**src/erpb_pkg.sv**
```systemverilog
// Constants for the root port bridge configuration block
package erpb_pkg;
	// ****************************************
	// Register offsets
	// ****************************************
	localparam logic [7:0]  OFF_DSTAT  = 8'h1e;
	localparam logic [7:0]  OFF_MWIN   = 8'h20;
	localparam logic [7:0]  OFF_PWIN   = 8'h24;
	localparam logic [7:0]  OFF_PLOUP  = 8'h28;
	localparam logic [7:0]  OFF_PHIUP  = 8'h2c;
	localparam logic [7:0]  OFF_CAPPTR = 8'h34;
	localparam logic [7:0]  OFF_IRQ    = 8'h3c;
	localparam logic [7:0]  OFF_BRCTL  = 8'h3e;
	localparam logic [7:0]  OFF_CAPHD  = 8'h40;
	localparam logic [7:0]  OFF_XPCAP  = 8'h42;
	localparam logic [7:0]  OFF_DEVCAP = 8'h44;
	localparam logic [5:0]  DW_DSTAT   = OFF_DSTAT[7:2];
	localparam logic [5:0]  DW_MWIN    = OFF_MWIN[7:2];
	localparam logic [5:0]  DW_PWIN    = OFF_PWIN[7:2];
	localparam logic [5:0]  DW_PLOUP   = OFF_PLOUP[7:2];
	localparam logic [5:0]  DW_PHIUP   = OFF_PHIUP[7:2];
	localparam logic [5:0]  DW_CAPPTR  = OFF_CAPPTR[7:2];
	localparam logic [5:0]  DW_IRQ     = OFF_IRQ[7:2];
	localparam logic [5:0]  DW_CAPHD   = OFF_CAPHD[7:2];
	localparam logic [5:0]  DW_DEVCAP  = OFF_DEVCAP[7:2];
	// ****************************************
	// Field positions, masks and values
	// ****************************************
	localparam int          FLG_N      = 6;
	localparam int          FLG_PPAR   = 0;
	localparam int          FLG_CATX   = 1;
	localparam int          FLG_CARX   = 2;
	localparam int          FLG_URRX   = 3;
	localparam int          FLG_ERRX   = 4;
	localparam int          FLG_PSRX   = 5;
	localparam int          BC_PSNREP  = 0;
	localparam int          BC_ERRFWD  = 1;
	localparam int          BC_ISABLK  = 2;
	localparam int          BC_VGA     = 3;
	localparam int          BC_NOALIAS = 4;
	localparam int          BC_HOTRST  = 6;
	localparam int          XPCAP_SLOT = 8;
	localparam logic [15:0] BRCTL_WMASK = 16'h005f;
	localparam logic [15:0] BRCTL_RST   = 16'h0000;
	localparam logic [31:0] WIN_WMASK   = 32'hfff0fff0;
	localparam logic [31:0] PWIN_RO     = 32'h00010001;
	localparam logic [7:0]  CAPPTR_VAL  = 8'h40;
	localparam logic [15:0] CAPHD_VAL   = 16'h8010;
	localparam logic [15:0] XPCAP_RST   = 16'h0041;
	localparam logic [31:0] DEVCAP_VAL  = 32'h00000fc0;
	localparam logic [46:0] VGA_MEM_TAG = 47'h5;
	localparam logic [9:0]  VGA_IOA_LO  = 10'h3b0;
	localparam logic [9:0]  VGA_IOA_HI  = 10'h3bb;
	localparam logic [9:0]  VGA_IOB_LO  = 10'h3c0;
	localparam logic [9:0]  VGA_IOB_HI  = 10'h3df;
	localparam logic [1:0]  SEV_COR     = 2'h0;
endpackage : erpb_pkg

```
**src/erpb_win_if.sv**
```systemverilog
// Window compare signals between the register file and the comparator
`timescale 1ns/1ps
interface erpb_win_if;
	logic [43:0] base;
	logic [43:0] limit;
	logic [63:0] addr_dn;
	logic [63:0] addr_up;
	logic        hit_dn;
	logic        hit_up;
	modport ctl (output base, output limit, output addr_dn, output addr_up, input hit_dn, input hit_up);
	modport cmp (input base, input limit, input addr_dn, input addr_up, output hit_dn, output hit_up);
endinterface : erpb_win_if

```
**src/erpb_win.sv**
```systemverilog
// Inclusive 1-MB granular window compare over a 64-bit address
`timescale 1ns/1ps
module erpb_win (
	erpb_win_if.cmp w
);
	function automatic logic in_win(input logic [63:0] a, input logic [43:0] b, input logic [43:0] l);
		in_win = (a[63:20] >= b) && (a[63:20] <= l);
	endfunction : in_win

	assign w.hit_dn = in_win(w.addr_dn, w.base, w.limit);
	assign w.hit_up = in_win(w.addr_up, w.base, w.limit);
endmodule : erpb_win

```
**src/erpb_flags.sv**
```systemverilog
// Sticky write-one-to-clear flags where a set beats a clear
`timescale 1ns/1ps
module erpb_flags #(
	parameter int N = 6
) (
	input  wire logic         clk_i,
	input  wire logic         rst_i,
	input  wire logic [N-1:0] set_i,
	input  wire logic [N-1:0] clr_i,
	output logic      [N-1:0] flags_o
);
	always_ff @(posedge clk_i) begin
		if (rst_i) begin
			flags_o <= '0;
		end else begin
			flags_o <= (flags_o & ~clr_i) | set_i;
		end
	end
endmodule : erpb_flags

```
**src/erpb_cfg.sv**
```systemverilog
// Bridge header configuration registers and forwarding decode of a root port
`timescale 1ns/1ps
// How it works
// - Poisoned packet received sets flag 15
// - Fatal or non-fatal message sets flag 14
// - Unsupported request completion sets flag 13
// - Completer abort completion received sets flag 12
// - Completer abort sent sets flag 11
// - Flag 8 only with poison reporting enabled
// - Status flags write-one-clear, zero after reset
// - Memory window hit forwards when decode enabled
// - Upstream forwards outside windows when enabled
// - Prefetchable window compares full 64 bits
// - Prefetchable low nibbles read one
// - Capability pointer reads 40h
// - First capability word reads 8010h
// - Interrupt pin mirrors chipset pin setting
// - Interrupt line byte is plain storage
// - Bridge control bit 6 drives hot reset
// - VGA claim covers memory and I/O ranges
// - Alias suppress limits VGA to base ranges
// - ISA blocking refuses upper 768 bytes
// - Error messages forwarded only when enabled
// - Slot present bit is write-once
// - Device capabilities read 00000FC0h
// - Memory requests outside windows and VGA range master abort
// - Upstream cycles abort without bus master
module erpb_cfg (
	input  wire logic        CLK_I,
	input  wire logic        RESET_I,
	input  wire logic        CFG_WR_I,
	input  wire logic        CFG_RD_I,
	input  wire logic [7:0]  CFG_ADDR_I,
	input  wire logic [3:0]  CFG_BE_I,
	input  wire logic [31:0] CFG_WDATA_I,
	output logic      [31:0] CFG_RDATA_O,
	output logic             CFG_RVALID_O,
	input  wire logic [7:0]  PORT_IRQ_PIN_CFG_I,
	input  wire logic        MEM_DECODE_EN_I,
	input  wire logic        UPSTREAM_FWD_EN_I,
	input  wire logic        IO_WIN_HIT_I,
	input  wire logic        POISON_RX_I,
	input  wire logic        POISON_CPL_RX_I,
	input  wire logic        POISON_WR_TX_I,
	input  wire logic        UR_CPL_RX_I,
	input  wire logic        CA_CPL_RX_I,
	input  wire logic        CA_CPL_TX_I,
	input  wire logic        ERR_MSG_VALID_I,
	input  wire logic [1:0]  ERR_MSG_SEV_I,
	input  wire logic        DN_REQ_I,
	input  wire logic        DN_IS_IO_I,
	input  wire logic [63:0] DN_ADDR_I,
	input  wire logic        UP_REQ_I,
	input  wire logic [63:0] UP_ADDR_I,
	output logic             DN_FWD_O,
	output logic             DN_ABORT_O,
	output logic             UP_FWD_O,
	output logic             UP_ABORT_O,
	output logic             ERR_FWD_O,
	output logic      [1:0]  ERR_FWD_SEV_O,
	output logic             HOT_RESET_O
);
	// ****************************************
	// Storage
	// ****************************************
	logic [31:0]        mem_window;
	logic [31:0]        pref_window;
	logic [31:0]        pref_low_upper;
	logic [31:0]        pref_high_upper;
	logic [7:0]         irq_route_note;
	logic [15:0]        bridge_control;
	logic [31:0]        next_bctl_word;
	logic               slot_present;
	logic               slot_locked;
	logic [5:0]         flag_set;
	logic [5:0]         flag_clr;
	logic [5:0]         flags;
	logic [15:0]        stat_wr;
	logic [15:0]        downstream_status;
	logic [15:0]        express_cap;
	logic [31:0]        rd_word;
	logic               vga_mem;
	logic               vga_io;
	logic               isa_blk;
	logic               dn_claim;
	logic               dn_mem_hit;
	logic               up_win_hit;

	erpb_win_if mw ();
	erpb_win_if pw ();

	erpb_win u_mem_win (
		.w (mw)
	);

	erpb_win u_pref_win (
		.w (pw)
	);

	erpb_flags #(
		.N (erpb_pkg::FLG_N)
	) u_flags (
		.clk_i   (CLK_I),
		.rst_i   (RESET_I),
		.set_i   (flag_set),
		.clr_i   (flag_clr),
		.flags_o (flags)
	);

	// ****************************************
	// Helpers
	// ****************************************
	function automatic logic [31:0] merge(input logic [31:0] old, input logic [31:0] wd,
			input logic [3:0] be, input logic [31:0] mask);
		logic [31:0] m;
		m = {{8{be[3]}}, {8{be[2]}}, {8{be[1]}}, {8{be[0]}}} & mask;
		merge = (old & ~m) | (wd & m);
	endfunction : merge

	function automatic logic wr_at(input logic [5:0] dw);
		wr_at = CFG_WR_I && (CFG_ADDR_I[7:2] == dw);
	endfunction : wr_at

	function automatic logic in_rng(input logic [9:0] a, input logic [9:0] lo, input logic [9:0] hi);
		in_rng = (a >= lo) && (a <= hi);
	endfunction : in_rng

	// ****************************************
	// Secondary status flags
	// ****************************************
	always_comb begin
		flag_set                    = '0;
		flag_set[erpb_pkg::FLG_PSRX] = POISON_RX_I;
		flag_set[erpb_pkg::FLG_ERRX] = ERR_MSG_VALID_I && (ERR_MSG_SEV_I != erpb_pkg::SEV_COR);
		flag_set[erpb_pkg::FLG_URRX] = UR_CPL_RX_I;
		flag_set[erpb_pkg::FLG_CARX] = CA_CPL_RX_I;
		flag_set[erpb_pkg::FLG_CATX] = CA_CPL_TX_I;
		flag_set[erpb_pkg::FLG_PPAR] = bridge_control[erpb_pkg::BC_PSNREP]
			&& (POISON_CPL_RX_I || POISON_WR_TX_I);
	end

	always_comb begin
		stat_wr  = wr_at(erpb_pkg::DW_DSTAT)
			? (CFG_WDATA_I[31:16] & {{8{CFG_BE_I[3]}}, {8{CFG_BE_I[2]}}}) : 16'h0000;
		flag_clr = {stat_wr[15], stat_wr[14], stat_wr[13], stat_wr[12], stat_wr[11], stat_wr[8]};
	end

	// Unlisted status bits stay zero
	assign downstream_status = {flags[erpb_pkg::FLG_PSRX], flags[erpb_pkg::FLG_ERRX],
		flags[erpb_pkg::FLG_URRX], flags[erpb_pkg::FLG_CARX], flags[erpb_pkg::FLG_CATX],
		2'h0, flags[erpb_pkg::FLG_PPAR], 8'h00};
	assign express_cap = erpb_pkg::XPCAP_RST | {7'h00, slot_present, 8'h00};
	// Bridge control sits in the upper half of its dword
	assign next_bctl_word = merge({bridge_control, 16'h0000}, CFG_WDATA_I, CFG_BE_I,
		{erpb_pkg::BRCTL_WMASK, 16'h0000});

	// ****************************************
	// Writable registers
	// ****************************************
	always_ff @(posedge CLK_I) begin
		if (RESET_I) begin
			mem_window      <= '0;
			pref_window     <= '0;
			pref_low_upper  <= '0;
			pref_high_upper <= '0;
		end else begin
			if (wr_at(erpb_pkg::DW_MWIN))
				mem_window <= merge(mem_window, CFG_WDATA_I, CFG_BE_I, erpb_pkg::WIN_WMASK);
			if (wr_at(erpb_pkg::DW_PWIN))
				pref_window <= merge(pref_window, CFG_WDATA_I, CFG_BE_I, erpb_pkg::WIN_WMASK);
			if (wr_at(erpb_pkg::DW_PLOUP))
				pref_low_upper <= merge(pref_low_upper, CFG_WDATA_I, CFG_BE_I, 32'hffffffff);
			if (wr_at(erpb_pkg::DW_PHIUP))
				pref_high_upper <= merge(pref_high_upper, CFG_WDATA_I, CFG_BE_I, 32'hffffffff);
		end
	end

	always_ff @(posedge CLK_I) begin
		if (RESET_I) begin
			irq_route_note <= 8'h00;
			bridge_control <= erpb_pkg::BRCTL_RST;
		end else if (wr_at(erpb_pkg::DW_IRQ)) begin
			if (CFG_BE_I[0])
				irq_route_note <= CFG_WDATA_I[7:0];
			bridge_control <= next_bctl_word[31:16];
		end
	end

	// Slot bit is captured once and kept until reset
	always_ff @(posedge CLK_I) begin
		if (RESET_I) begin
			slot_present <= 1'b0;
			slot_locked  <= 1'b0;
		end else if (wr_at(erpb_pkg::DW_CAPHD) && CFG_BE_I[3] && !slot_locked) begin
			slot_present <= CFG_WDATA_I[16 + erpb_pkg::XPCAP_SLOT];
			slot_locked  <= 1'b1;
		end
	end

	// ****************************************
	// Read port
	// ****************************************
	always_comb begin
		case (CFG_ADDR_I[7:2])
			erpb_pkg::DW_DSTAT:  rd_word = {downstream_status, 16'h0000};
			erpb_pkg::DW_MWIN:   rd_word = mem_window;
			erpb_pkg::DW_PWIN:   rd_word = pref_window | erpb_pkg::PWIN_RO;
			erpb_pkg::DW_PLOUP:  rd_word = pref_low_upper;
			erpb_pkg::DW_PHIUP:  rd_word = pref_high_upper;
			erpb_pkg::DW_CAPPTR: rd_word = {24'h000000, erpb_pkg::CAPPTR_VAL};
			erpb_pkg::DW_IRQ:    rd_word = {bridge_control, PORT_IRQ_PIN_CFG_I, irq_route_note};
			erpb_pkg::DW_CAPHD:  rd_word = {express_cap, erpb_pkg::CAPHD_VAL};
			erpb_pkg::DW_DEVCAP: rd_word = erpb_pkg::DEVCAP_VAL;
			default:            rd_word = 32'h00000000;
		endcase
	end

	always_ff @(posedge CLK_I) begin
		if (RESET_I) begin
			CFG_RDATA_O  <= '0;
			CFG_RVALID_O <= 1'b0;
		end else begin
			CFG_RVALID_O <= CFG_RD_I;
			CFG_RDATA_O  <= CFG_RD_I ? rd_word : 32'h00000000;
		end
	end

	// ****************************************
	// Address decode
	// ****************************************
	assign mw.base    = {32'h00000000, mem_window[15:4]};
	assign mw.limit   = {32'h00000000, mem_window[31:20]};
	assign mw.addr_dn = DN_ADDR_I;
	assign mw.addr_up = UP_ADDR_I;
	assign pw.base    = {pref_low_upper, pref_window[15:4]};
	assign pw.limit   = {pref_high_upper, pref_window[31:20]};
	assign pw.addr_dn = DN_ADDR_I;
	assign pw.addr_up = UP_ADDR_I;

	always_comb begin
		dn_mem_hit = mw.hit_dn || pw.hit_dn;
		up_win_hit = mw.hit_up || pw.hit_up;
		vga_mem    = bridge_control[erpb_pkg::BC_VGA] && (DN_ADDR_I[63:17] == erpb_pkg::VGA_MEM_TAG);
		vga_io     = bridge_control[erpb_pkg::BC_VGA] && (DN_ADDR_I[63:16] == 48'h0)
			&& (!bridge_control[erpb_pkg::BC_NOALIAS] || (DN_ADDR_I[15:10] == 6'h00))
			&& (in_rng(DN_ADDR_I[9:0], erpb_pkg::VGA_IOA_LO, erpb_pkg::VGA_IOA_HI)
			|| in_rng(DN_ADDR_I[9:0], erpb_pkg::VGA_IOB_LO, erpb_pkg::VGA_IOB_HI));
		isa_blk    = bridge_control[erpb_pkg::BC_ISABLK] && (DN_ADDR_I[63:16] == 48'h0)
			&& (DN_ADDR_I[9:8] != 2'h0);
		dn_claim   = DN_IS_IO_I ? (vga_io || (IO_WIN_HIT_I && !isa_blk))
			: (vga_mem || (MEM_DECODE_EN_I && dn_mem_hit));
	end

	always_ff @(posedge CLK_I) begin
		if (RESET_I) begin
			DN_FWD_O   <= 1'b0;
			DN_ABORT_O <= 1'b0;
		end else begin
			DN_FWD_O   <= DN_REQ_I && dn_claim;
			DN_ABORT_O <= DN_REQ_I && !dn_claim;
		end
	end

	always_ff @(posedge CLK_I) begin
		if (RESET_I) begin
			UP_FWD_O   <= 1'b0;
			UP_ABORT_O <= 1'b0;
		end else begin
			UP_FWD_O   <= UP_REQ_I && UPSTREAM_FWD_EN_I && !up_win_hit;
			UP_ABORT_O <= UP_REQ_I && !(UPSTREAM_FWD_EN_I && !up_win_hit);
		end
	end

	// ****************************************
	// Error messages and hot reset
	// ****************************************
	always_ff @(posedge CLK_I) begin
		if (RESET_I) begin
			ERR_FWD_O     <= 1'b0;
			ERR_FWD_SEV_O <= 2'h0;
			HOT_RESET_O   <= 1'b0;
		end else begin
			ERR_FWD_O     <= ERR_MSG_VALID_I && bridge_control[erpb_pkg::BC_ERRFWD];
			ERR_FWD_SEV_O <= ERR_MSG_SEV_I;
			HOT_RESET_O   <= bridge_control[erpb_pkg::BC_HOTRST];
		end
	end
endmodule : erpb_cfg

```
**config.mk**
```make
export PLATFORM = sky130hd
export DESIGN_NAME = erpb_cfg
export DESIGN_NICKNAME = d
export VERILOG_FILES = /design/src/erpb_pkg.sv /design/src/erpb_win_if.sv /design/src/erpb_win.sv /design/src/erpb_flags.sv /design/src/erpb_cfg.sv
export SDC_FILE = /design/constraint.sdc
export NUM_CORES = 1
export LEC_CHECK = 0
export BUFFER_PORTS_ARGS = -buffer_cell sky130_fd_sc_hd__buf_2
export CORE_ASPECT_RATIO = 0.7
export CORE_MARGIN = 1.5
export CORE_UTILIZATION = 53
export CTS_CLUSTER_DIAMETER = 30
export DETAILED_ROUTE_END_ITERATION = 8
export GPL_TIMING_DRIVEN = 0
export PLACE_DENSITY = 0.8
export SLEW_MARGIN = 5
export SYNTH_ARGS = -nofsm -noshare
export SYNTH_HDL_FRONTEND = slang
export SYNTH_HIERARCHICAL = 1
export SYNTH_SLANG_ARGS = --single-unit
```
**constraint.sdc**
```tcl
create_clock -name CLK_I -period 2.3 [get_ports CLK_I]
set_clock_uncertainty 0.1 [all_clocks]
set_input_delay 0.46 -clock CLK_I [delete_from_list [all_inputs] [get_ports CLK_I]]
set_output_delay 0.46 -clock CLK_I [all_outputs]
set_load 0.005 [all_outputs]
```
**Word level (Yosys, flattened, before mapping)**

Cells that the tools add are included.

- Logic and storage cells: 115
- Output and inout bits: 41
- Bits in registers: 201
- Input port bits: 199

- Eq/ne operators: 10
- Reductions and logical operators: 51
- Magnitude comparators: 12
- Bitwise operators: 21
- Muxes and demuxes: 3

Operator list:

| cell | number |
|---|---|
| $pmux 32 s9 | 1 |
| $and 32x32->32 | 7 |
| $or 32x32->32 | 5 |
| $ge 44x12->1 | 2 |
| $ge 44x44->1 | 2 |
| $le 44x12->1 | 2 |
| $le 44x44->1 | 2 |
| $not 32->32 | 2 |
| $logic_not 48->1 | 1 |
| $eq 47x3->1 const B | 1 |
| $eq 6x4->1 const B | 6 |
| $and 32x23->32 | 1 |
| $logic_and 1x1->1 | 32 |
| $not 23->32 | 1 |
| $ge 10x10->1 const B | 2 |
| $le 10x10->1 const B | 2 |
| $and 16x16->16 | 1 |
| $mux 16 | 1 |
| $eq 6x5->1 const B | 2 |
| $logic_or 1x1->1 | 7 |
| $and 6x6->6 | 1 |
| $eq 6x3->1 const B | 1 |
| $logic_not 1->1 | 6 |
| $logic_not 6->1 | 1 |
| other kinds (7) | 8 |

**Logic depth before layout (Yosys ltp)**

Gate-level depths: netlist (run 1).

- Depth in word-level cells: 9
- Mapped depth: 12
- Mapped depth without buffers: 12

**Modules after synthesis**

The synthesis (run 1) kept the hierarchy.

By module, submodules not included:

| module | area an instance (µm²) | cells an instance | instances | sequential area each (µm²) |
|---|---|---|---|---|
| erpb_win | 4058.9 | 536 | 2 | 0.0 |
| erpb_cfg | 6691.4 | 779 | 1 | 3383.2 |
| erpb_flags | 255.2 | 24 | 1 | 120.1 |

**Least setup slack after synthesis (run 1)**

Ideal clock, no wire load.

- Kind: in2reg
- Start: input DN_ADDR_I[31]
- End: register DN_ABORT_O
- Data required time: 2140 ps
- Slack: -119 ps
- Arrival: 2259 ps
- Setup time: 60 ps
- Cell stages on the path: 11
- Buffers on the path: 0
- Path through: ha_1 a21oi_1 o21ai_1 a2111oi_2 a2111oi_1 o311ai_1 a22oi_1 o21ai_0 nand2b_1 a211oi_1 a41o_1

- Elaborated cells on any way between the ends: 23
- Classes of those cells: order compare (4); eq/ne (1); mux (1); reduce/logical (17)

RTL lines:

| what | line | text |
|---|---|---|
| start: declaration | erpb_cfg.sv:52 | `input wire logic [63:0] DN_ADDR_I,` |
| $ge 44x44->1 or $le 44x44->1 (tied branches) | erpb_win.sv:7 | `in_win = (a[63:20] >= b) && (a[63:20] <= l);` |
| $logic_and 1x1->1 * | erpb_win.sv:7 |  |
| net pw.hit_dn | erpb_win_if.sv:8 | `logic hit_dn;` |
| $logic_or 1x1->1 * | erpb_cfg.sv:241 | `dn_mem_hit = mw.hit_dn \|\| pw.hit_dn;` |
| $logic_and 1x1->1 * | erpb_cfg.sv:251 | `: (vga_mem \|\| (MEM_DECODE_EN_I && dn_mem_hit));` |
| $logic_or 1x1->1 * | erpb_cfg.sv:251 |  |
| $mux 1 * | erpb_cfg.sv:250 | `dn_claim = DN_IS_IO_I ? (vga_io \|\| (IO_WIN_HIT_I && !isa_blk))` |
| $logic_not 1->1 * | erpb_cfg.sv:260 | `DN_ABORT_O <= DN_REQ_I && !dn_claim;` |
| $logic_and 1x1->1 * | erpb_cfg.sv:260 |  |
| end signal: assignment | erpb_cfg.sv:260 |  |
| end: declaration | erpb_cfg.sv:56 | `output logic DN_ABORT_O,` |

Mark *: on every way through the listed nets, which the timed path passes. The rest lies on a longest branch.
A chain may end at the register's enable or synchronous reset.

==> flow_results.xml, run 1 <==
<?xml version="1.0" encoding="UTF-8"?>
<metrics>
  <group name="route">
    <metric name="top_signal_layer_used" unit="">met4</metric>
    <metric name="postRouteWirelength" unit="mm">58.8</metric>
    <metric name="viasPerCell" unit="">6.25</metric>
    <metric name="final_antenna_net_count" unit="">0</metric>
    <metric name="met1_length" unit="mm">24.3</metric>
    <metric name="drtPass1Iterations" unit="">9</metric>
    <metric name="route.detailed.drc" unit="">0</metric>
    <metric name="vias_post_dr" unit="">16200</metric>
    <metric name="met2WireLength" unit="mm">25.1</metric>
    <metric name="wl_per_cell" unit="µm">22.7</metric>
    <metric name="detailedRoute.firstIterationViolations" unit="">2051</metric>
    <metric name="detailroute.wirelength.met3" unit="mm">7.42</metric>
  </group>
  <group name="finish">
    <metric name="fillerInstances" unit="">2285</metric>
    <metric name="area_delta_synth_final" unit="%">24.5</metric>
    <metric name="ratio_of_cells_with_drive_above_1_in_the_final_layout" unit="">0.227</metric>
    <metric name="final_net_count" unit="">2755</metric>
    <metric name="layout.core_utilization" unit="">0.673</metric>
    <metric name="post_layout_nonfiller_instances" unit="">2589</metric>
  </group>
  <group name="synth">
    <metric name="instance_count_of_the_mapped_netlist" unit="">1875</metric>
    <metric name="dominantRegCellSynth" unit="">sky130_fd_sc_hd__dfxtp_1</metric>
    <metric name="avgSynthCellArea" unit="µm²">8.03</metric>
    <metric name="post-synth-top-area-cell" unit="">sky130_fd_sc_hd__ha_1</metric>
    <metric name="synth.cell_area" unit="mm²">0.0151</metric>
    <metric name="post_synth_num_cell_types" unit="">67</metric>
    <metric name="synth_sequential_area_ratio" unit="">0.233</metric>
    <metric name="synth-edff-count" unit="">0</metric>
    <metric name="netlist.area_leader.share" unit="">0.292</metric>
    <metric name="postSynthRegisterBits" unit="">175</metric>
    <metric name="ys_top_cells_by_area" unit="">sky130_fd_sc_hd__ha_1, sky130_fd_sc_hd__dfxtp_1, sky130_fd_sc_hd__a21oi_1</metric>
    <metric name="ys_async_sr_fraction" unit="">0</metric>
    <metric name="yosys_warnings" unit="">6</metric>
  </group>
  <group name="setup_path">
    <metric name="required" unit="ps">2520</metric>
    <metric name="critPathLaunchType" unit="">flop</metric>
    <metric name="setup.worst_path.end_class" unit="">flop</metric>
    <metric name="timing.critical_path.slowest_cell_delay" unit="ps">410</metric>
    <metric name="crit_type" unit="">reg2reg</metric>
    <metric name="worstPathArrival" unit="ps">3010</metric>
    <metric name="r2r_end" unit="">DN_FWD_O</metric>
    <metric name="r2r_slack" unit="ps">-490</metric>
    <metric name="crit_path_top_delay_cell" unit="">sky130_fd_sc_hd__o311ai_2</metric>
    <metric name="cp_cell_sequence" unit="">inv_4 &gt; ha_4 &gt; a21oi_2 &gt; o21ai_2 &gt; a2111oi_4 &gt; a2111oi_4 &gt; o311ai_2 &gt; a22oi_2 &gt; o21ai_2 &gt; nand2b_1 &gt; buf_4 &gt; a21oi_2 &gt; a211oi_2</metric>
    <metric name="critPathBufInv" unit="">2</metric>
    <metric name="crit_family" unit="">compound AO/OA/AOI/OAI gates</metric>
    <metric name="cp_max_fo" unit="">3</metric>
    <metric name="r2r_cells" unit="">13</metric>
  </group>
  <group name="floorplanning">
    <metric name="floorplan.die_area" unit="mm²">0.0295</metric>
    <metric name="fp.dieW" unit="µm">205</metric>
    <metric name="die_height" unit="µm">144</metric>
    <metric name="initial_core_util" unit="">0.540</metric>
    <metric name="floorplan.rows" unit="">51</metric>
    <metric name="num_io_pins" unit="">240</metric>
    <metric name="coreArea" unit="mm²">0.0279</metric>
  </group>
  <group name="outcome">
    <metric name="outcome" unit="">finished, violations left</metric>
    <metric name="failed_checks" unit="">setup timing</metric>
  </group>
  <group name="power_and_ir_drop">
    <metric name="post-layout-total-power" unit="µW">7740</metric>
    <metric name="power_density" unit="mW/mm²">413</metric>
    <metric name="power_leakage" unit="µW">0.00750</metric>
    <metric name="irDropWorstVdd" unit="V">0.000439</metric>
  </group>
  <group name="clock_network">
    <metric name="cts_buffer_depth" unit="">2</metric>
    <metric name="clock-sinks" unit="">175</metric>
    <metric name="cts-htree-levels" unit="">4</metric>
    <metric name="cts-buffers-inserted" unit="">17</metric>
    <metric name="cts.reportedPaths.clkPinSlew" unit="ps">70</metric>
    <metric name="cts_tree" unit="">built</metric>
    <metric name="root_buffer" unit="">sky130_fd_sc_hd__clkbuf_16</metric>
    <metric name="clk-insertion-delay-late" unit="ps">450</metric>
  </group>
  <group name="timing">
    <metric name="whs" unit="ps">110</metric>
    <metric name="final.period_utilization" unit="">1.21</metric>
    <metric name="final_period_minus_worst_setup_slack" unit="ps">2790</metric>
    <metric name="timing.final.setup_violations" unit="">6</metric>
    <metric name="setup_ws" unit="ps">-485</metric>
    <metric name="max_freq" unit="GHz">0.359</metric>
    <metric name="rsz0062_at_grt" unit="">true</metric>
    <metric name="headroom_to_the_max_slew_limit" unit="">0.319</metric>
    <metric name="worst_slew_pin_slew" unit="ps">1020</metric>
    <metric name="timing.final.hold_violations" unit="">0</metric>
    <metric name="final-max-slew-violation-count" unit="">0</metric>
  </group>
  <group name="hold_path">
    <metric name="min-delay-path-class" unit="">in2reg</metric>
    <metric name="worstHoldStart" unit="">UPSTREAM_FWD_EN_I</metric>
    <metric name="hold-path-endpoint" unit="">UP_ABORT_O</metric>
    <metric name="whs_path_depth" unit="">2</metric>
  </group>
  <group name="grt">
    <metric name="grt_max_degree" unit="">17</metric>
    <metric name="grt_pass1_wl" unit="mm">85.3</metric>
    <metric name="grt-ovfl-total" unit="">0</metric>
    <metric name="vias_in_the_first_global_route" unit="">14800</metric>
    <metric name="grt_usage" unit="">0.386</metric>
    <metric name="grt_antenna_before_repair" unit="">1</metric>
  </group>
  <group name="placement">
    <metric name="port_buf_inserts" unit="">214</metric>
    <metric name="dp.final_hpwl" unit="mm">47.2</metric>
    <metric name="placed_cells_incl_taps" unit="">2523</metric>
    <metric name="gp_congestion" unit="">1.04</metric>
  </group>
  <group name="run">
    <metric name="max-cap-violations" unit="">0</metric>
  </group>
</metrics>
[cells in the final DEF (no fill, tap or decap), drive strengths merged, types with 8 or more instances in the layout]
| cell type | synthesis | layout |
|---|---|---|
| ha | 352 | 352 |
| a21oi | 259 | 259 |
| nand2 | 255 | 255 |
| buf | 8 | 255 |
| inv | 192 | 196 |
| dfxtp | 175 | 175 |
| nor2 | 105 | 105 |
| o21ai | 74 | 74 |
| conb | 1 | 64 |
| nand4 | 63 | 63 |
| clkbuf | 35 | 53 |
| mux2i | 48 | 48 |
| nand3 | 39 | 39 |
| a22oi | 39 | 39 |
| a21o | 27 | 27 |
| nor4 | 22 | 22 |
| nor3 | 19 | 19 |
| a222oi | 18 | 18 |
| nor2b | 16 | 16 |
| nand2b | 12 | 12 |
| a31oi | 11 | 11 |
| and3 | 10 | 10 |
| a2111oi | 10 | 10 |
| a221oi | 10 | 10 |
| a211oi | 8 | 8 |
[synth_stat cells (14+ instances only)]
master                     count
sky130_fd_sc_hd__nor3_1       14
sky130_fd_sc_hd__a222oi_1     18
sky130_fd_sc_hd__nor2_1      102
sky130_fd_sc_hd__mux2i_1      48
sky130_fd_sc_hd__nor4_1       22
sky130_fd_sc_hd__dfxtp_1     175
sky130_fd_sc_hd__nand4_1      63
sky130_fd_sc_hd__ha_1        352
sky130_fd_sc_hd__a21o_1       27
sky130_fd_sc_hd__nand2_1     252
sky130_fd_sc_hd__a21oi_1     257
sky130_fd_sc_hd__a22oi_1      39
sky130_fd_sc_hd__clkbuf_1     35
sky130_fd_sc_hd__nand3_1      39
sky130_fd_sc_hd__nor2b_1      16
sky130_fd_sc_hd__o21ai_0      70
sky130_fd_sc_hd__inv_1       192
[worst max path at each step]
stage | startpoint | endpoint | slack (ps) | cells after the start
finish | flop | DN_FWD_O | -490 | 13
CTS | flop | DN_ABORT_O | -370 | 12
detailed placement | DN_ADDR_I[54] | DN_ABORT_O | -1090 | 12
floorplan | DN_ADDR_I[39] | DN_ABORT_O | -4 | 10
global placement | DN_ADDR_I[54] | DN_ABORT_O | -1030 | 12
global route | flop | DN_FWD_O | -540 | 13
[cell type report]
type                    instances  area (µm²)  share of cell area
flip-flops and latches        175        3580               0.191
well taps                     371         464              0.0247
clock buffers                  18         439              0.0234
inverters                     192         736              0.0392
clock inverters                13         131             0.00700
multi-input cells            1528       11900               0.634
plain buffers                  43         179             0.00954
diodes                          2        5.00            0.000267
repair buffers                247        1340              0.0714
[through the flow]
step,TNS (ps),worst slack [ps],area (µm²)
floorplan,-4.01,-4.01,15400
global placement,-51630,-1030,17000
detailed placement,-62300,-1090,17000
CTS,-796,-365,18400
global route,-1660,-543,18800
finish,-1550,-485,18800
[cell families (layout without fill, tap and decap cells)]
logic type                 count (synthesis)  count (layout)  synth area share
other                                      1              66          0.000249
buffers and inverters                    235             513            0.0591
adders and majority gates                352             352             0.292
and+or+nand+nor                          571             571             0.183
AOI/OAI and AO/OA                        492             492             0.200
DFF                                      175             175             0.233
muxes                                     49              49            0.0334
[timing repair]
| item | 4_1_cts | 5_1_grt |
|---|---|---|
| endpoints found under the setup margin | 60 | 49 |
| setup buffers | 22 | 11 |
| gates resized for setup | 167 | 59 |
| cloned | 0 | 0 |
| pin swaps | 64 | 39 |
| hold buffers | 0 | 0 |
[where the power goes]
group / internal (µW) / total [µW] / switching (µW)
combinational: 705 / 1840 / 1140
clock: 1530 / 2840 / 1300
sequential: 3040 / 3060 / 14.6
[worst register-to-register path: stages, from the launching register on]
cell	delay, ps
sky130_fd_sc_hd__dfxtp_2	350
sky130_fd_sc_hd__inv_4	50
sky130_fd_sc_hd__ha_4	250
sky130_fd_sc_hd__a21oi_2	160
sky130_fd_sc_hd__o21ai_2	110
sky130_fd_sc_hd__a2111oi_4	260
sky130_fd_sc_hd__a2111oi_4	140
sky130_fd_sc_hd__o311ai_2	410
sky130_fd_sc_hd__a22oi_2	130
sky130_fd_sc_hd__o21ai_2	250
sky130_fd_sc_hd__nand2b_1	150
sky130_fd_sc_hd__buf_4	160
sky130_fd_sc_hd__a21oi_2	110
sky130_fd_sc_hd__a211oi_2	40
[routing by layer]
layer / up-vias / track usage
li1: 7429 / -
met1: 7534 / 0.527
met2: 1075 / 0.597
met3: 146 / 0.0901
met4: 0 / 0.128
met5: - / 0
No activity file was read; power rests on OpenSTA's default activity.
==> run 2, diff against run 1 <==
Settings changed: CORE_MARGIN 1.5 to 4.
==> run 2 against run 1 <==
The run still ends with setup timing left. Flip-flop and latch count stayed put. Non-clock buffer count fell by 3. Power is 0.43% lower. Via count decreased by 0.70%. Design area shrank 1.9%. Global-route usage fell by 2.5 points. Final cell count is 0.12% lower. Largest cell class unchanged.
==> flow_results.xml, run 2 (synthesis results as in run 1) <==
<?xml version="1.0" encoding="UTF-8"?>
<metrics>
  <group name="setup_path">
    <metric name="required" unit="ps">2600</metric>
    <metric name="crit_type" unit="">reg2reg</metric>
    <metric name="setup.worst_path.end_class" unit="">flop</metric>
    <metric name="critPathLaunchType" unit="">flop</metric>
    <metric name="cp_max_fo" unit="">2</metric>
    <metric name="worstPathArrival" unit="ps">3070</metric>
  </group>
  <group name="clock_network">
    <metric name="postCtsHoldBufs" unit="">0</metric>
    <metric name="cts-buffers-inserted" unit="">17</metric>
    <metric name="root_buffer" unit="">sky130_fd_sc_hd__clkbuf_16</metric>
    <metric name="clock-sinks" unit="">175</metric>
    <metric name="cts_buffer_depth" unit="">2</metric>
    <metric name="cts-htree-levels" unit="">4</metric>
    <metric name="cts_tree" unit="">built</metric>
    <metric name="cts.reportedPaths.clkPinSlew" unit="ps">70</metric>
    <metric name="clk-insertion-delay-late" unit="ps">450</metric>
  </group>
  <group name="floorplanning">
    <metric name="coreArea" unit="mm²">0.0279</metric>
    <metric name="initial_core_util" unit="">0.540</metric>
    <metric name="die_height" unit="µm">149</metric>
    <metric name="floorplan.rows" unit="">51</metric>
    <metric name="fp.dieW" unit="µm">210</metric>
    <metric name="floorplan.die_area" unit="mm²">0.0312</metric>
    <metric name="num_io_pins" unit="">240</metric>
  </group>
  <group name="timing">
    <metric name="setup_ws" unit="ps">-474</metric>
    <metric name="final-max-slew-violation-count" unit="">0</metric>
    <metric name="final_period_minus_worst_setup_slack" unit="ps">2770</metric>
    <metric name="rsz0062_at_grt" unit="">true</metric>
    <metric name="max_freq" unit="GHz">0.360</metric>
    <metric name="worst_slew_pin_slew" unit="ps">976</metric>
    <metric name="timing.final.setup_violations" unit="">5</metric>
    <metric name="timing.final.hold_violations" unit="">0</metric>
    <metric name="headroom_to_the_max_slew_limit" unit="">0.349</metric>
    <metric name="final.period_utilization" unit="">1.21</metric>
  </group>
  <group name="grt">
    <metric name="vias_in_the_first_global_route" unit="">15300</metric>
    <metric name="grt-ovfl-total" unit="">0</metric>
    <metric name="grt_max_degree" unit="">17</metric>
    <metric name="grt_antenna_before_repair" unit="">1</metric>
    <metric name="grt_pass1_wl" unit="mm">87.4</metric>
    <metric name="grt_usage" unit="">0.361</metric>
  </group>
  <group name="finish">
    <metric name="post_layout_nonfiller_instances" unit="">2586</metric>
    <metric name="area_delta_synth_final" unit="%">22.2</metric>
    <metric name="layout.cell_area.non_filler" unit="mm²">0.0184</metric>
    <metric name="seqCellArea" unit="mm²">0.00357</metric>
    <metric name="multi_input_area" unit="mm²">0.0116</metric>
    <metric name="layout.core_utilization" unit="">0.660</metric>
    <metric name="final_common_cell" unit="">sky130_fd_sc_hd__ha_1</metric>
    <metric name="fillerInstances" unit="">2341</metric>
    <metric name="layout_common_cells" unit="">sky130_fd_sc_hd__ha_1, sky130_fd_sc_hd__nand2_1, sky130_fd_sc_hd__a21oi_1</metric>
    <metric name="final_net_count" unit="">2752</metric>
    <metric name="ratio_of_cells_with_drive_above_1_in_the_final_layout" unit="">0.209</metric>
  </group>
  <group name="power_and_ir_drop">
    <metric name="irDropWorstVdd" unit="V">0.000526</metric>
    <metric name="power_leakage" unit="µW">0.00740</metric>
    <metric name="power_density" unit="mW/mm²">419</metric>
    <metric name="post-layout-total-power" unit="µW">7710</metric>
  </group>
  <group name="placement">
    <metric name="placement.setup.worst_slack" unit="ps">-1040</metric>
    <metric name="dpl-instance-area" unit="mm²">0.0170</metric>
    <metric name="placed_cells_incl_taps" unit="">2523</metric>
    <metric name="gp_congestion" unit="">1.04</metric>
    <metric name="port_buf_inserts" unit="">214</metric>
    <metric name="dp.final_hpwl" unit="mm">47.6</metric>
  </group>
  <group name="run">
    <metric name="max-cap-violations" unit="">0</metric>
  </group>
  <group name="outcome">
    <metric name="failed_checks" unit="">setup timing</metric>
    <metric name="outcome" unit="">finished, violations left</metric>
  </group>
  <group name="route">
    <metric name="viasPerCell" unit="">6.21</metric>
    <metric name="drtPass1Iterations" unit="">7</metric>
    <metric name="route.detailed.drc" unit="">0</metric>
    <metric name="postRouteWirelength" unit="mm">58.6</metric>
    <metric name="detailedRoute.firstIterationViolations" unit="">2003</metric>
    <metric name="wl_per_cell" unit="µm">22.7</metric>
    <metric name="final_antenna_net_count" unit="">0</metric>
    <metric name="vias_post_dr" unit="">16100</metric>
  </group>
  <group name="hold_path">
    <metric name="min-delay-path-class" unit="">in2reg</metric>
  </group>
</metrics>
## run 2: cell count changes in the layout (fill, tap and decap cells not counted), sizes merged
cell	change
buf	-3
inv	+1
clkinv	-1
diode	-1
clkinvlp	+1
## run 2: metrics by stage
stage / setup TNS [ps] / hold slack, ps
detailed placement: -55070 / 363
floorplan: -4.01 / 338
finish: -1460 / 90.9
global route: -1820 / 104
global placement: -48800 / 351
CTS: -1170 / 81.3
## run 2: path summary, 6_finish.rpt
check        slack [ps]  depth (start not counted)    endpoint              start
max                -470                         12  DN_ABORT_O               flop
min                  90                          2  UP_ABORT_O  UPSTREAM_FWD_EN_I
max reg2reg        -470                         12  DN_ABORT_O               flop
min reg2reg         370                          2        flop               flop
## run 2: report_power, final
part           total, µW  internal, µW  switching, µW  leakage, µW
logic               1790           683           1100      0.00569
clock network       2860          1540           1330     0.000277
registers           3060          3040           15.5      0.00144
## run 2: layout make-up
type	instances	share of cell area
multi-input cells	1528	0.629
diodes	1	0.000136
clock buffers	18	0.0239
repair buffers	244	0.0711
plain buffers	43	0.00992
well taps	371	0.0252
inverters	192	0.0393
flip-flops and latches	175	0.194
clock inverters	14	0.00727
## run 2: routing by layer
layer / GRT usage / share of wire
met5: 0 / 0
met4: 0.121 / 0.031
met3: 0.0961 / 0.14
met2: 0.556 / 0.42
met1: 0.494 / 0.41
## run 2: worst max-delay path, cell delays in order (launching register included)
cell	delay, ps
sky130_fd_sc_hd__dfxtp_2	340
sky130_fd_sc_hd__inv_2	60
sky130_fd_sc_hd__ha_4	230
sky130_fd_sc_hd__a21oi_4	150
sky130_fd_sc_hd__o21ai_2	110
sky130_fd_sc_hd__a2111oi_4	390
sky130_fd_sc_hd__a2111oi_4	140
sky130_fd_sc_hd__o311ai_2	380
sky130_fd_sc_hd__a22oi_2	110
sky130_fd_sc_hd__o21ai_2	270
sky130_fd_sc_hd__nand2b_1	140
sky130_fd_sc_hd__a211oi_2	170
sky130_fd_sc_hd__a41o_1	110
## run 2: repair_timing
| action | 4_1_cts | 5_1_grt |
|---|---|---|
| endpoints found under the setup margin | 45 | 134 |
| buffers inserted | 28 | 2 |
| gates resized for setup | 142 | 24 |
| pin swaps | 54 | 14 |
| gates cloned | 0 | 0 |
